`src/rtl/serial_port_defs.svh`:
```
// Register indices, field positions, reset values and timing for the serial port.
`ifndef SERIAL_PORT_DEFS_SVH
`define SERIAL_PORT_DEFS_SVH

// ----------------------------------------------------------------------
// Register indices (byte address is four times the index)
// ----------------------------------------------------------------------
`define IDX_TX_BUFFER 10'h09A
`define IDX_RX_BUFFER 10'h09B
`define IDX_CONFIG_ONE 10'h0E8
`define IDX_CONFIG_TWO 10'h0E9
`define IDX_IRQ_STATUS 10'h0EA

// ----------------------------------------------------------------------
// Field positions
// ----------------------------------------------------------------------
`define C1_RATE_LO 0
`define C1_RATE_HI 1
`define C1_AUTO_SS 2
`define C1_RX_OVERWRITE 3
`define C1_MASTER 4
`define C1_TX_IRQ_MODE 5
`define C1_SS_INPUT 6
`define C1_IRQ_ENABLE 7
`define C2_PHASE 0
`define C2_POLARITY 1
`define C2_CONCLUSION 2
`define C2_CONTINUOUS 7
`define ST_TX_EMPTY 0
`define ST_RX_OVERFLOW 1
`define ST_TX_UNDERFLOW 2
`define ST_RX_FULL 3
`define ST_BUSY 4

// ----------------------------------------------------------------------
// Reset values and bus answers
// ----------------------------------------------------------------------
`define RESET_BYTE 8'h00
`define RESET_WORD 32'h00000000
`define RESP_OKAY 2'h0
`define RESP_SLVERR 2'h2
`define LAST_EDGE 4'hF

// ----------------------------------------------------------------------
// Timing
// ----------------------------------------------------------------------
`define CLOCK_PERIOD_NS 25
`define HALF_BIT_BASE_CYC 6'h04
`define BYTE_GAP_NS 200
`define BYTE_GAP_CYC ((`BYTE_GAP_NS + `CLOCK_PERIOD_NS - 1) / `CLOCK_PERIOD_NS)

`endif

```
`src/rtl/serial_port_pkg.sv`:
```
// Types shared by the serial port design.
package serial_port_pkg;

    // ------------------------------------------------------------------
    // Engine states
    // ------------------------------------------------------------------
    typedef enum logic [4:0] {
        ST_IDLE = 5'h01,
        ST_LEAD = 5'h02,
        ST_SHIFT = 5'h04,
        ST_GAP = 5'h08,
        ST_SLAVE = 5'h10
    } engine_e;

    // ------------------------------------------------------------------
    // Complete register state of the port
    // ------------------------------------------------------------------
    typedef struct packed {
        engine_e state;
        logic [7:0] cfg1;
        logic [7:0] cfg2;
        logic [7:0] tx_buf;
        logic tx_full;
        logic [7:0] rx_buf;
        logic rx_full;
        logic rx_ovf;
        logic tx_uf;
        logic [7:0] sh;
        logic [7:0] rx_sh;
        logic out;
        logic [3:0] edges;
        logic [5:0] cnt;
        logic sclk;
        logic ss_n;
        logic sclk_oe;
        logic mosi_oe;
        logic miso_oe;
        logic ss_oe;
        logic sclk_m;
        logic sclk_s;
        logic sclk_p;
        logic mosi_m;
        logic mosi_s;
        logic miso_m;
        logic miso_s;
        logic ss_m;
        logic ss_s;
        logic ss_p;
        logic irq;
        logic aw_hold;
        logic [11:0] aw_addr;
        logic w_hold;
        logic [7:0] w_data;
        logic w_strb;
        logic awready;
        logic wready;
        logic bvalid;
        logic [1:0] bresp;
        logic arready;
        logic rvalid;
        logic [31:0] rdata;
        logic [1:0] rresp;
    } port_state_s;

endpackage

```
`src/rtl/serial_port.sv`:
```
// Byte serial port, master or slave, with AXI4-Lite register access.
//
// Notes on behaviour
// - Underflow bit 2 sets when transmit buffer empties; writing zero clears it.
// - Transmit-empty flag shows buffer empty; a buffer write clears it.
// - With interrupts enabled in transmit interrupt mode, transmit-empty flag setting raises the interrupt.
// - Receive-full flag sets on unread data; reading the receive buffer clears it.
// - Master transfer stops when no new byte arrives before the current byte ends.
// - MISO is input as master, output as slave.
// - MOSI is output as master, input as slave.
// - Bytes are eight bits, most significant bit first, on both lines.
// - SCLK is driven as master and received as slave.
// - Master clock rate, polarity and phase come from the two config registers.
// - Data launches on one clock edge and is sampled on the other.
// - Slave transfer starts on select low and runs until select rises, or ends after one byte when the conclusion bit is set.
// - Automatic select drives SS low for a transfer, high afterwards.
// - SS may be made an input so the port works in multimaster systems.
// - Transmit has a holding register before the shifter; receive has one after it.
// - Continuous master keeps exchanging until the buffer is empty at byte start.
// - Single-byte master asserts SS and flags empty together, sends, then releases SS.
// - Continuous master releases SS only once buffer and shifter are empty.
// - Without continuous mode a short idle gap separates bytes.
// - Transmit interrupt rises when the buffer is loaded into the shifter.
// - Master halts if the buffer is still empty at the next byte start.
// - Receive flag rises each time a byte enters the receive buffer.
// - Unread byte plus new byte sets overflow; new byte dropped unless overwrite.
//
// Chosen here: the AXI4-Lite register port.
`timescale 1ns/10ps
`include "serial_port_defs.svh"

module serial_port #(
    parameter int ADDR_W = 12
) (
    input wire logic I_CLOCK,
    input wire logic I_RESET_N,
    input wire logic [ADDR_W-1:0] I_AWADDR,
    input wire logic I_AWVALID,
    output logic O_AWREADY,
    input wire logic [31:0] I_WDATA,
    input wire logic [3:0] I_WSTRB,
    input wire logic I_WVALID,
    output logic O_WREADY,
    output logic [1:0] O_BRESP,
    output logic O_BVALID,
    input wire logic I_BREADY,
    input wire logic [ADDR_W-1:0] I_ARADDR,
    input wire logic I_ARVALID,
    output logic O_ARREADY,
    output logic [31:0] O_RDATA,
    output logic [1:0] O_RRESP,
    output logic O_RVALID,
    input wire logic I_RREADY,
    input wire logic I_SCLK,
    output logic O_SCLK,
    output logic O_SCLK_OE,
    input wire logic I_MOSI,
    output logic O_MOSI,
    output logic O_MOSI_OE,
    input wire logic I_MISO,
    output logic O_MISO,
    output logic O_MISO_OE,
    input wire logic I_SS_N,
    output logic O_SS_N,
    output logic O_SS_N_OE,
    output logic O_IRQ
);

    localparam int IDX_W = ADDR_W - 2;

    serial_port_pkg::port_state_s r_q;
    serial_port_pkg::port_state_s r_d;
    logic tx_wr;
    logic rx_rd;
    logic do_load;
    logic do_lead;
    logic do_trail;
    logic byte_done;
    logic rx_store;
    logic master;
    logic cpol;
    logic cpha;
    logic din;
    logic [5:0] half;
    logic [5:0] gap;
    logic [IDX_W-1:0] widx;
    logic [IDX_W-1:0] ridx;

    // ------------------------------------------------------------------
    // Next-state logic
    // ------------------------------------------------------------------
    always_comb begin
        r_d = r_q;
        tx_wr = 1'b0;
        rx_rd = 1'b0;
        do_load = 1'b0;
        do_lead = 1'b0;
        do_trail = 1'b0;
        byte_done = 1'b0;
        rx_store = 1'b0;
        master = r_q.cfg1[`C1_MASTER];
        cpol = r_q.cfg2[`C2_POLARITY];
        cpha = r_q.cfg2[`C2_PHASE];
        din = master ? r_q.miso_s : r_q.mosi_s;
        half = 6'(`HALF_BIT_BASE_CYC << r_q.cfg1[`C1_RATE_HI:`C1_RATE_LO]);
        gap = 6'(`BYTE_GAP_CYC);
        widx = r_q.aw_addr[ADDR_W-1:2];
        ridx = I_ARADDR[ADDR_W-1:2];

        // Pins from the far side are outside our clock domain.
        r_d.sclk_m = I_SCLK;
        r_d.sclk_s = r_q.sclk_m;
        r_d.sclk_p = r_q.sclk_s;
        r_d.mosi_m = I_MOSI;
        r_d.mosi_s = r_q.mosi_m;
        r_d.miso_m = I_MISO;
        r_d.miso_s = r_q.miso_m;
        r_d.ss_m = I_SS_N;
        r_d.ss_s = r_q.ss_m;
        r_d.ss_p = r_q.ss_s;

        // Write channel: address and data are caught in either order.
        if (I_AWVALID && r_q.awready) begin
            r_d.aw_hold = 1'b1;
            r_d.aw_addr = 12'(I_AWADDR);
        end
        if (I_WVALID && r_q.wready) begin
            r_d.w_hold = 1'b1;
            r_d.w_data = I_WDATA[7:0];
            r_d.w_strb = I_WSTRB[0];
        end
        if (r_q.aw_hold && r_q.w_hold && !r_q.bvalid) begin
            r_d.aw_hold = 1'b0;
            r_d.w_hold = 1'b0;
            r_d.bvalid = 1'b1;
            r_d.bresp = `RESP_OKAY;
            if (widx == IDX_W'(`IDX_TX_BUFFER)) begin
                tx_wr = r_q.w_strb;
            end else if (widx == IDX_W'(`IDX_CONFIG_ONE)) begin
                if (r_q.w_strb) begin
                    r_d.cfg1 = r_q.w_data;
                end
            end else if (widx == IDX_W'(`IDX_CONFIG_TWO)) begin
                if (r_q.w_strb) begin
                    r_d.cfg2 = r_q.w_data;
                end
            end else if (widx == IDX_W'(`IDX_IRQ_STATUS)) begin
                if (r_q.w_strb && !r_q.w_data[`ST_TX_UNDERFLOW]) begin
                    r_d.tx_uf = 1'b0;
                end
                if (r_q.w_strb && !r_q.w_data[`ST_RX_OVERFLOW]) begin
                    r_d.rx_ovf = 1'b0;
                end
            end else if (widx != IDX_W'(`IDX_RX_BUFFER)) begin
                r_d.bresp = `RESP_SLVERR;
            end
        end else if (r_q.bvalid && I_BREADY) begin
            r_d.bvalid = 1'b0;
        end
        r_d.awready = !r_d.aw_hold;
        r_d.wready = !r_d.w_hold;

        // Read channel: one answer stands until it is taken.
        if (I_ARVALID && r_q.arready) begin
            r_d.rvalid = 1'b1;
            r_d.rresp = `RESP_OKAY;
            r_d.rdata = `RESET_WORD;
            if (ridx == IDX_W'(`IDX_RX_BUFFER)) begin
                r_d.rdata = {24'h000000, r_q.rx_buf};
                rx_rd = 1'b1;
            end else if (ridx == IDX_W'(`IDX_CONFIG_ONE)) begin
                r_d.rdata = {24'h000000, r_q.cfg1};
            end else if (ridx == IDX_W'(`IDX_CONFIG_TWO)) begin
                r_d.rdata = {24'h000000, r_q.cfg2};
            end else if (ridx == IDX_W'(`IDX_IRQ_STATUS)) begin
                r_d.rdata[`ST_TX_EMPTY] = !r_q.tx_full;
                r_d.rdata[`ST_RX_OVERFLOW] = r_q.rx_ovf;
                r_d.rdata[`ST_TX_UNDERFLOW] = r_q.tx_uf;
                r_d.rdata[`ST_RX_FULL] = r_q.rx_full;
                r_d.rdata[`ST_BUSY] = (r_q.state != serial_port_pkg::ST_IDLE);
            end else if (ridx != IDX_W'(`IDX_TX_BUFFER)) begin
                r_d.rresp = `RESP_SLVERR;
            end
        end else if (r_q.rvalid && I_RREADY) begin
            r_d.rvalid = 1'b0;
        end
        r_d.arready = !r_d.rvalid;

        // A write fills the transmit holding register.
        if (tx_wr) begin
            r_d.tx_buf = r_q.w_data;
            r_d.tx_full = 1'b1;
        end

        // ------------------------------------------------------------------
        // Transfer engine
        // ------------------------------------------------------------------
        r_d.cnt = r_q.cnt + 6'h01;
        case (r_q.state)
            serial_port_pkg::ST_IDLE: begin
                r_d.ss_n = 1'b1;
                r_d.sclk = cpol;
                r_d.cnt = 6'h00;
                r_d.edges = 4'h0;
                if (master && r_q.tx_full) begin
                    do_load = 1'b1;
                    r_d.ss_n = 1'b0;
                    r_d.state = serial_port_pkg::ST_LEAD;
                end else if (!master && !r_q.ss_s && r_q.ss_p) begin
                    do_load = 1'b1;
                    r_d.state = serial_port_pkg::ST_SLAVE;
                end
            end
            serial_port_pkg::ST_LEAD: begin
                if (r_q.cnt == half - 6'h01) begin
                    r_d.cnt = 6'h00;
                    r_d.state = serial_port_pkg::ST_SHIFT;
                end
            end
            serial_port_pkg::ST_SHIFT: begin
                if (!master) begin
                    r_d.state = serial_port_pkg::ST_IDLE;
                end else if (r_q.cnt == half - 6'h01) begin
                    r_d.cnt = 6'h00;
                    r_d.sclk = !r_q.sclk;
                    do_lead = !r_q.edges[0];
                    do_trail = r_q.edges[0];
                    r_d.edges = r_q.edges + 4'h1;
                    if (r_q.edges == `LAST_EDGE) begin
                        byte_done = 1'b1;
                        if (r_q.tx_full && r_q.cfg2[`C2_CONTINUOUS]) begin
                            do_load = 1'b1;
                        end else if (r_q.tx_full) begin
                            r_d.ss_n = 1'b1;
                            r_d.state = serial_port_pkg::ST_GAP;
                        end else begin
                            r_d.ss_n = 1'b1;
                            r_d.state = serial_port_pkg::ST_IDLE;
                        end
                    end
                end
            end
            serial_port_pkg::ST_GAP: begin
                if (r_q.cnt == gap - 6'h01) begin
                    do_load = 1'b1;
                    r_d.cnt = 6'h00;
                    r_d.ss_n = 1'b0;
                    r_d.state = serial_port_pkg::ST_LEAD;
                end
            end
            serial_port_pkg::ST_SLAVE: begin
                if (r_q.ss_s || master) begin
                    r_d.state = serial_port_pkg::ST_IDLE;
                end else if (r_q.sclk_s != r_q.sclk_p) begin
                    do_lead = (r_q.sclk_s != cpol);
                    do_trail = (r_q.sclk_s == cpol);
                    r_d.edges = r_q.edges + 4'h1;
                    if (r_q.edges == `LAST_EDGE) begin
                        byte_done = 1'b1;
                        if (r_q.cfg2[`C2_CONCLUSION]) begin
                            r_d.state = serial_port_pkg::ST_IDLE;
                        end else begin
                            do_load = 1'b1;
                        end
                    end
                end
            end
            default: begin
                r_d.state = serial_port_pkg::ST_IDLE;
            end
        endcase

        // Phase zero samples on the leading edge, phase one launches on it.
        if (do_lead) begin
            if (!cpha) begin
                r_d.rx_sh = {r_q.rx_sh[6:0], din};
            end else begin
                r_d.out = r_q.sh[7];
            end
        end
        if (do_trail) begin
            r_d.sh = {r_q.sh[6:0], 1'b0};
            if (!cpha) begin
                r_d.out = r_q.sh[6];
            end else begin
                r_d.rx_sh = {r_q.rx_sh[6:0], din};
            end
        end
        // A slave with nothing queued sends zeros and flags the underflow.
        if (do_load) begin
            r_d.sh = r_q.tx_full ? r_q.tx_buf : `RESET_BYTE;
            r_d.tx_full = tx_wr;
            if (!tx_wr) begin
                r_d.tx_uf = 1'b1;
            end
            if (!cpha) begin
                r_d.out = r_d.sh[7];
            end
        end

        // Received bytes move to the holding register.
        rx_store = byte_done;
        if (rx_store) begin
            if (r_q.rx_full && !rx_rd) begin
                r_d.rx_ovf = 1'b1;
                if (r_q.cfg1[`C1_RX_OVERWRITE]) begin
                    r_d.rx_buf = r_d.rx_sh;
                end
            end else begin
                r_d.rx_buf = r_d.rx_sh;
                r_d.rx_full = 1'b1;
            end
        end else if (rx_rd) begin
            r_d.rx_full = 1'b0;
        end

        // Pin directions follow the mode.
        r_d.sclk_oe = master;
        r_d.mosi_oe = master;
        r_d.miso_oe = !master;
        r_d.ss_oe = master && r_q.cfg1[`C1_AUTO_SS] && !r_q.cfg1[`C1_SS_INPUT];

        // The interrupt line pulses for the selected event.
        if (r_q.cfg1[`C1_TX_IRQ_MODE]) begin
            r_d.irq = r_q.cfg1[`C1_IRQ_ENABLE] && r_q.tx_full && !r_d.tx_full;
        end else begin
            r_d.irq = r_q.cfg1[`C1_IRQ_ENABLE] && rx_store;
        end
    end

    // ------------------------------------------------------------------
    // State register
    // ------------------------------------------------------------------
    always_ff @(posedge I_CLOCK or negedge I_RESET_N) begin
        if (!I_RESET_N) begin
            r_q <= '0;
            r_q.state <= serial_port_pkg::ST_IDLE;
            r_q.ss_n <= 1'b1;
            r_q.sclk_m <= 1'b1;
            r_q.sclk_s <= 1'b1;
            r_q.sclk_p <= 1'b1;
            r_q.ss_m <= 1'b1;
            r_q.ss_s <= 1'b1;
            r_q.ss_p <= 1'b1;
            r_q.miso_oe <= 1'b1;
        end else begin
            r_q <= r_d;
        end
    end

    assign O_AWREADY = r_q.awready;
    assign O_WREADY = r_q.wready;
    assign O_BRESP = r_q.bresp;
    assign O_BVALID = r_q.bvalid;
    assign O_ARREADY = r_q.arready;
    assign O_RDATA = r_q.rdata;
    assign O_RRESP = r_q.rresp;
    assign O_RVALID = r_q.rvalid;
    assign O_SCLK = r_q.sclk;
    assign O_SCLK_OE = r_q.sclk_oe;
    assign O_MOSI = r_q.out;
    assign O_MOSI_OE = r_q.mosi_oe;
    assign O_MISO = r_q.out;
    assign O_MISO_OE = r_q.miso_oe;
    assign O_SS_N = r_q.ss_n;
    assign O_SS_N_OE = r_q.ss_oe;
    assign O_IRQ = r_q.irq;
endmodule

```
`config.mk`:
```
export PLATFORM = sky130hd
export DESIGN_NAME = serial_port
export DESIGN_NICKNAME = d
export VERILOG_FILES = /design/src/rtl/serial_port_pkg.sv /design/src/rtl/serial_port.sv
export VERILOG_INCLUDE_DIRS = /design/src /design/src/rtl
export SDC_FILE = /design/constraint.sdc
export NUM_CORES = 1
export LEC_CHECK = 0
export BUFFER_PORTS_ARGS = -buffer_cell sky130_fd_sc_hd__buf_2
export CORE_MARGIN = 2
export CORE_UTILIZATION = 35
export CTS_CLUSTER_DIAMETER = 30
export DETAILED_ROUTE_END_ITERATION = 12
export SYNTH_ARGS = -nofsm -noshare
export SYNTH_HDL_FRONTEND = slang
export SYNTH_SLANG_ARGS = --single-unit
```
`constraint.sdc`:
```
create_clock -name I_CLOCK -period 2.8 [get_ports I_CLOCK]
set_input_delay 0.28 -clock I_CLOCK [delete_from_list [all_inputs] [get_ports I_CLOCK]]
set_output_delay 0.28 -clock I_CLOCK [all_outputs]
set_load 0.03 [all_outputs]
```
# Word-level counts from Yosys, hierarchy flattened

Index checks and enable logic that the tools add are counted.

Bitwise operators: 2
Shifts and indexed selects: 1
$add $sub $neg: 3
Reductions and logical operators: 48
Multiplexer cells: 112
Eq/ne operators: 39

Operators with widths:

| cell                                           | number |
|---|---|
| == test 10 x 8 -> 1 bit, second input constant | 8 |
| 2-to-1 mux 5 bit                               | 14 |
| 2-to-1 mux 8 bit                               | 7 |
| 2-to-1 mux 1 bit                               | 54 |
| 2-to-1 mux 2 bit                               | 15 |
| one-hot mux 5 bit (5 select lines)             | 1 |
| 2-to-1 mux 12 bit                              | 2 |
| one-hot mux 6 bit (4 select lines)             | 1 |
| != test 3 bit, second input constant           | 7 |
| != test 10 x 8 -> 1 bit, second input constant | 2 |
| != test 2 bit, second input constant           | 10 |
| logical AND 1 bit                              | 19 |
| 2-to-1 mux 9 bit                               | 2 |
| 2-to-1 mux 17 bit                              | 1 |
| zero test 1 bit                                | 14 |
| 2-to-1 mux 13 bit                              | 1 |
| 2-to-1 mux 4 bit                               | 3 |
| 2-to-1 mux 6 bit                               | 2 |
| one-hot mux 4 bit (3 select lines)             | 1 |
| 2-to-1 mux 10 bit                              | 1 |
| AND reduction 5 bit                            | 2 |
| AND reduction 9 bit                            | 1 |
| one-hot mux 1 bit (2 select lines)             | 4 |
| nonzero test 2 bit                             | 4 |
| other kinds (25)                               | 29 |

Bits of input ports: 71
Register bits: 148
Word-level logic and storage cells: 248

# Longest topological paths before layout

Word-level depth: 11
Depth in mapped cells: 8

# Worst setup path after synthesis

No wires, ideal clock.

Kind: reg2reg
From: reg r_q[84] (netlist name)
To: reg r_q[111] (netlist name)
Stages on the path, launching flop included: 7
Setup time: 0.125 ns
Data arrival time: 2.210 ns
Path slack: 0.465 ns
Data required time: 2.675 ns
Clock period less this slack: 2.335 ns
Path buffers: 0
Path through: dfrtp_1 > or2_2 > nor4_4 > o2111ai_1 > a22oi_2 > mux2_2 > mux2_2

RTL lines:

| item                   | RTL line           | text |
|---|---|---|
| start, declared        | serial_port.sv:71  | `serial_port_pkg::port_state_s r_q;` |
| start signal, assigned | serial_port.sv:347 | `r_q <= r_d;` |

# Worst setup path in the final report

From: reg r_q[84] (netlist name)
To: reg r_q[115] (netlist name)

Longest elaborated chain between the ends: 9
Elaborated cells on any way between the ends: 16
Those cells by class: eq/ne (1); mux (14); reduce/logical (1)

Ends and longest elaborated chain:

| item                               | RTL line           | text |
|---|---|---|
| == test 6 bit (*)                  | serial_port.sv:223 | `end else if (r_q.cnt == half - 6'h01) begin` |
| 2-to-1 mux 1 bit                   | serial_port.sv:223 |  |
| 2-to-1 mux 1 bit                   | serial_port.sv:221 | `if (!master) begin` |
| one-hot mux 1 bit (2 select lines) | serial_port.sv:199 | `case (r_q.state)` |
| 2-to-1 mux 9 bit                   | serial_port.sv:274 | `if (do_lead) begin` |
| 2-to-1 mux 8 bit                   | serial_port.sv:283 | `if (!cpha) begin` |
| 2-to-1 mux 17 bit                  | serial_port.sv:281 | `if (do_trail) begin` |
| 2-to-1 mux 8 bit                   | serial_port.sv:306 | `` if (r_q.cfg1[`C1_RX_OVERWRITE]) begin `` |
| 2-to-1 mux 8 bit                   | serial_port.sv:304 | `if (r_q.rx_full && !rx_rd) begin` |

Every way passes the cells marked *; elsewhere a longest branch is shown, timed or not. The select of a mux whose other input is x is not followed.
A chain may end at the register's enable or synchronous reset.

==> reports/qor.log <==
[detailed_routing] detailed-router iteration count before antenna repair 5
[critical_path] library cell contributing the largest single delay on the critical path sky130_fd_sc_hd__a221o_1
[final_layout] post-layout utilization of the core 0.427
[synth] most frequently used flop master after synthesis sky130_fd_sc_hd__dfrtp_1
[floorplanning] die extent in x 130 um
[clock_tree] sinks on the clock net 120
[timing] max-slew violation total from the final report 0
[placement] Post-Place Setup Slack 313 ps
[timing] total negative slack for setup checks 0 ps
[timing] fin crit period 2530 ps
[placement] count of input and output buffers 63
[global_route] GR Overflow Total 0
[detailed_routing] routed wire length 11800 um
[timing] Max transition margin 0.510
[detailed_routing] antenna-violating nets left 0
[synth] post-synthesis instance area 5560 um^2
[min_path] hold depth 2
[detailed_routing] Via Count 3836
[timing] Final period util 0.904
[run] number of max-cap violations 0
[critical_path] element type at the critical path end register
[synth] Gate Count Post-Synth 464
[critical_path] required time at the worst-slack endpoint 3100 ps
[critical_path] delay of the slowest cell on the worst path 460 ps
[clock_tree] Clock Latency Late Sink 420 ps
[clock_tree] buffer levels on the longest clock path 2
[clock_tree] post-CTS setup repair buffer count 0
[global_route] via count of the first global-routing pass 3776
[clock_tree] number of H-tree levels 4
[timing] setup slack after layout 268 ps
[global_route] pin count of the biggest net entering global routing 39
[clock_tree] cell chosen for the clock root sky130_fd_sc_hd__clkbuf_16
[final_layout] Filler Cells Inserted 1480
[synth] mean instance size in the synthesized netlist 12.0 um^2
[timing] Setup violations, final 0
[detailed_routing] detail-routed net length per standard cell 15.2 um
[floorplanning] starting density of the core 0.354
[critical_path] crit path cell chain or2_2 > nor4_4 > o211ai_1 > a221o_1 > nor2_4 > mux2_2
[synth] number of synthesized flops with an enable pin 0
[critical_path] CP arrival 2830 ps
[synth] sequential-to-total area share from yosys stat 0.542
[detailed_routing] DRC violation count after routing 0
[critical_path] buffer and inverter count on the worst path 0
[final_layout] Antenna Cells 0
[timing] transition time at the pin with the least slew margin 731 ps
[global_route] aggregate global-route resource usage 0.148
[power_and_ir_drop] standby leakage power 3.18 nW
[synth] Yosys warning count 0
[timing] final hold slack 45.1 ps
[placement] DP HPWL 8600 um
[timing] setup repair after global routing missed its margin no
[detailed_routing] via count normalized by instance count 4.97
[critical_path] R2R cell count 6
[final_layout] Total Nets Final 616
[global_route] antenna violations before repair 0
[final_layout] area taken by flip-flops and latches 3010 um^2
[detailed_routing] Iter 0 DRT Violations 174
[synth] number of different library cells in the post-synthesis netlist 67
[critical_path] Setup crit start kind register
[critical_path] total stage count of the critical path 6
[critical_path] Worst Path Class, Setup register to register
[placement] global placer's final weighted congestion 0.885
[floorplanning] row count 46
[clock_tree] clock-pin slew reported for the worst setup and hold paths after clock tree synthesis 60 ps
[final_layout] multi-input logic area 2260 um^2
[synth] async set-or-reset flop fraction in the synthesized netlist 1.00
[floorplanning] chip height 130 um
[power_and_ir_drop] worst voltage drop across the vdd grid 567 uV
[clock_tree] total CTS buffers 17
[min_path] worst min path class input pin to register
[power_and_ir_drop] cell area power density 841 nW/um^2
[critical_path] gate family responsible for the most delay along the worst path simple AND/OR/NAND/NOR gates
[critical_path] critical path peak fanout 8
[floorplanning] Core ar. 15700 um^2
[final_layout] relative area change from synthesis to final layout 20.7%
[timing] Highest Clock Rate 395 MHz
[floorplanning] area of the die 16900 um^2
[clock_tree] clock tree from TritonCTS done
[timing] Hold Violations, Final 0
[floorplanning] number of ports placed on the die boundary 121
[status] outcome finished, final reports clean
[timing] Worst Clk Skew 8.91 ps
[final_layout] fraction of final layout cells sized beyond drive strength 1 0.358
[global_route] global-route wire length before repair 19100 um
[synth] number of storage elements in the synthesis netlist 120
==> cell type report <==
class,instances,share of cell area
Timing Repair Buffer,85,0.0738
Clock inverter,11,0.0252
Inverter,12,0.00671
Tap cell,216,0.0403
Sequential cell,120,0.449
Multi-Input combinational cell,307,0.336
Clock buffer,21,0.0686
==> cells in the mapped netlist, types with 2 or more instances <==
cell                        number  area [um^2]
sky130_fd_sc_hd__nor3_1          7         35.0
sky130_fd_sc_hd__a222oi_1        8         80.1
sky130_fd_sc_hd__ha_1            2         25.0
sky130_fd_sc_hd__o21a_1          2         15.0
sky130_fd_sc_hd__or4_4           2         22.5
sky130_fd_sc_hd__and3_1          4         25.0
sky130_fd_sc_hd__nand2_1        38          143
sky130_fd_sc_hd__a211o_1         2         17.5
sky130_fd_sc_hd__and3b_1         3         26.3
sky130_fd_sc_hd__buf_4          38          285
sky130_fd_sc_hd__nor2_1         16         60.1
sky130_fd_sc_hd__nand3b_1        3         22.5
sky130_fd_sc_hd__a211oi_1        4         30.0
sky130_fd_sc_hd__xnor2_1         5         43.8
sky130_fd_sc_hd__dfrtp_1       111         2780
sky130_fd_sc_hd__or2_2           2         12.5
sky130_fd_sc_hd__inv_1          12         45.0
sky130_fd_sc_hd__o211ai_1        2         15.0
sky130_fd_sc_hd__a22oi_1         2         15.0
sky130_fd_sc_hd__o21bai_1        2         15.0
sky130_fd_sc_hd__o21ai_0        21          105
sky130_fd_sc_hd__nand2b_1        2         12.5
sky130_fd_sc_hd__nand3_1        15         75.1
sky130_fd_sc_hd__o22ai_1         3         18.8
sky130_fd_sc_hd__mux2_2         63          709
sky130_fd_sc_hd__a22o_1          3         26.3
sky130_fd_sc_hd__dfstp_2         9          236
sky130_fd_sc_hd__nor2b_1         6         37.5
sky130_fd_sc_hd__o2111ai_1       2         17.5
sky130_fd_sc_hd__nor4b_1         2         17.5
sky130_fd_sc_hd__nor3b_1         2         15.0
sky130_fd_sc_hd__a21oi_1        10         50.1
sky130_fd_sc_hd__a21o_1          6         45.0
sky130_fd_sc_hd__xor2_1          4         35.0
sky130_fd_sc_hd__nor3_2          3         30.0
sky130_fd_sc_hd__clkbuf_1       10         37.5
sky130_fd_sc_hd__a31oi_1         3         18.8
sky130_fd_sc_hd__mux2i_1         6         60.1
==> metal layers <==
layer | part of all wire | wire length (um) | GRT usage
met3 | 0.051 | 602 | 0.0414
met5 | 0 | 0 | 0
met1 | 0.46 | 5390 | 0.190
met2 | 0.47 | 5570 | 0.235
met4 | 0.017 | 201 | 0.0670
==> power by group <==
part / total (mW) / switching (mW) / internal (mW)
combinational: 1.05 / 0.600 / 0.454
sequential: 2.30 / 0.269 / 2.03
clock: 2.29 / 0.760 / 1.53
total: 5.65 / 1.63 / 4.02
==> per-stage QoR <==
| step | instance area [um^2] | power [mW] | std cells |
|---|---|---|---|
| after floorplan | 5660 | 3.07 | 489 |
| after global placement | 6030 | 3.33 | 735 |
| after detailed placement | 6030 | 3.37 | 735 |
| after CTS | 6710 | 5.70 | 772 |
| after global routing | 6710 | 5.93 | 772 |
| final | 6710 | 5.65 | 772 |
==> cells by family after synthesis <==
family                     Yosys count  share of synthesized area
adders and majority gates            2                    0.00450
other                                1                   0.000674
muxes                               69                      0.138
DFF                                120                      0.542
xor gates and xnor gates             9                     0.0142
buffers and inverters               62                     0.0691
and+or+nand+nor                    118                      0.124
AOI/OAI and AO/OA                   83                      0.108
==> final timing paths <==
path	start	slack, ps	to
max	r_q[84]	270	r_q[115]
min	I_BREADY	50	O_BVALID
max reg2reg	r_q[84]	270	r_q[115]
min reg2reg	r_d[68]	350	r_q[68]
max in group asynchronous	I_RESET_N	1700	r_q[144]
min in group asynchronous	I_RESET_N	370	O_IRQ
==> timing repair <==
| action | CTS | global route |
|---|---|---|
| hold buffers | 5 | 0 |
| hold endpoints to repair | 31 | 0 |
| resized for setup | 0 | 0 |
| endpoints found under the setup margin | 0 | 0 |
==> layout by cell type, fill, tap and decap left out, types with 3 or more instances in the layout <==
master                          netlist  routed
sky130_fd_sc_hd__dfrtp_1            111     111
sky130_fd_sc_hd__nand2_1             38      38
sky130_fd_sc_hd__a211oi_1             4       4
sky130_fd_sc_hd__nand3b_1             3       3
sky130_fd_sc_hd__and3_1               4       4
sky130_fd_sc_hd__a22o_1               3       3
sky130_fd_sc_hd__and3b_1              3       3
sky130_fd_sc_hd__nand3_1             15      15
sky130_fd_sc_hd__o22ai_1              3       3
sky130_fd_sc_hd__a21o_1               6       6
sky130_fd_sc_hd__mux2i_1              6       6
sky130_fd_sc_hd__xor2_1               4       4
sky130_fd_sc_hd__clkbuf_16            0      17
sky130_fd_sc_hd__nor2b_1              6       6
sky130_fd_sc_hd__conb_1               1      26
sky130_fd_sc_hd__bufinv_16            0       4
sky130_fd_sc_hd__buf_2                1      62
sky130_fd_sc_hd__buf_4               38      18
sky130_fd_sc_hd__nor3_1               7       7
sky130_fd_sc_hd__dlygate4sd3_1        0       5
sky130_fd_sc_hd__o21ai_0             21      21
sky130_fd_sc_hd__mux2_2              63      63
sky130_fd_sc_hd__a21oi_1             10      10
sky130_fd_sc_hd__xnor2_1              5       5
sky130_fd_sc_hd__clkinvlp_4           0       4
sky130_fd_sc_hd__dfstp_2              9       9
sky130_fd_sc_hd__nor3_2               3       3
sky130_fd_sc_hd__inv_1               12      12
sky130_fd_sc_hd__a31oi_1              3       3
sky130_fd_sc_hd__a222oi_1             8       8
sky130_fd_sc_hd__nor2_1              16      16
==> worst reg2reg max path, cell delays in order, from the launching register on <==
cell and delay (ps):
sky130_fd_sc_hd__dfrtp_1 420, sky130_fd_sc_hd__or2_2 360, sky130_fd_sc_hd__nor4_4 280, sky130_fd_sc_hd__o211ai_1 220, sky130_fd_sc_hd__a221o_1 460, sky130_fd_sc_hd__nor2_4 290
sky130_fd_sc_hd__mux2_2 380
==> sequential cells by signal, indices dropped and copies added, names as in the netlist <==
name,cells
O_ARREADY,1
O_AWREADY,1
O_BRESP,1
O_BVALID,1
O_IRQ,1
O_MISO,1
O_MISO_OE,1
O_MOSI_OE,1
O_RDATA,8
O_RRESP,1
O_RVALID,1
O_SCLK,1
O_SS_N,1
O_SS_N_OE,1
O_WREADY,1
cpha,1
cpol,1
master,1
r_d,6
r_q,89
Power figures use the tool's default switching activity.
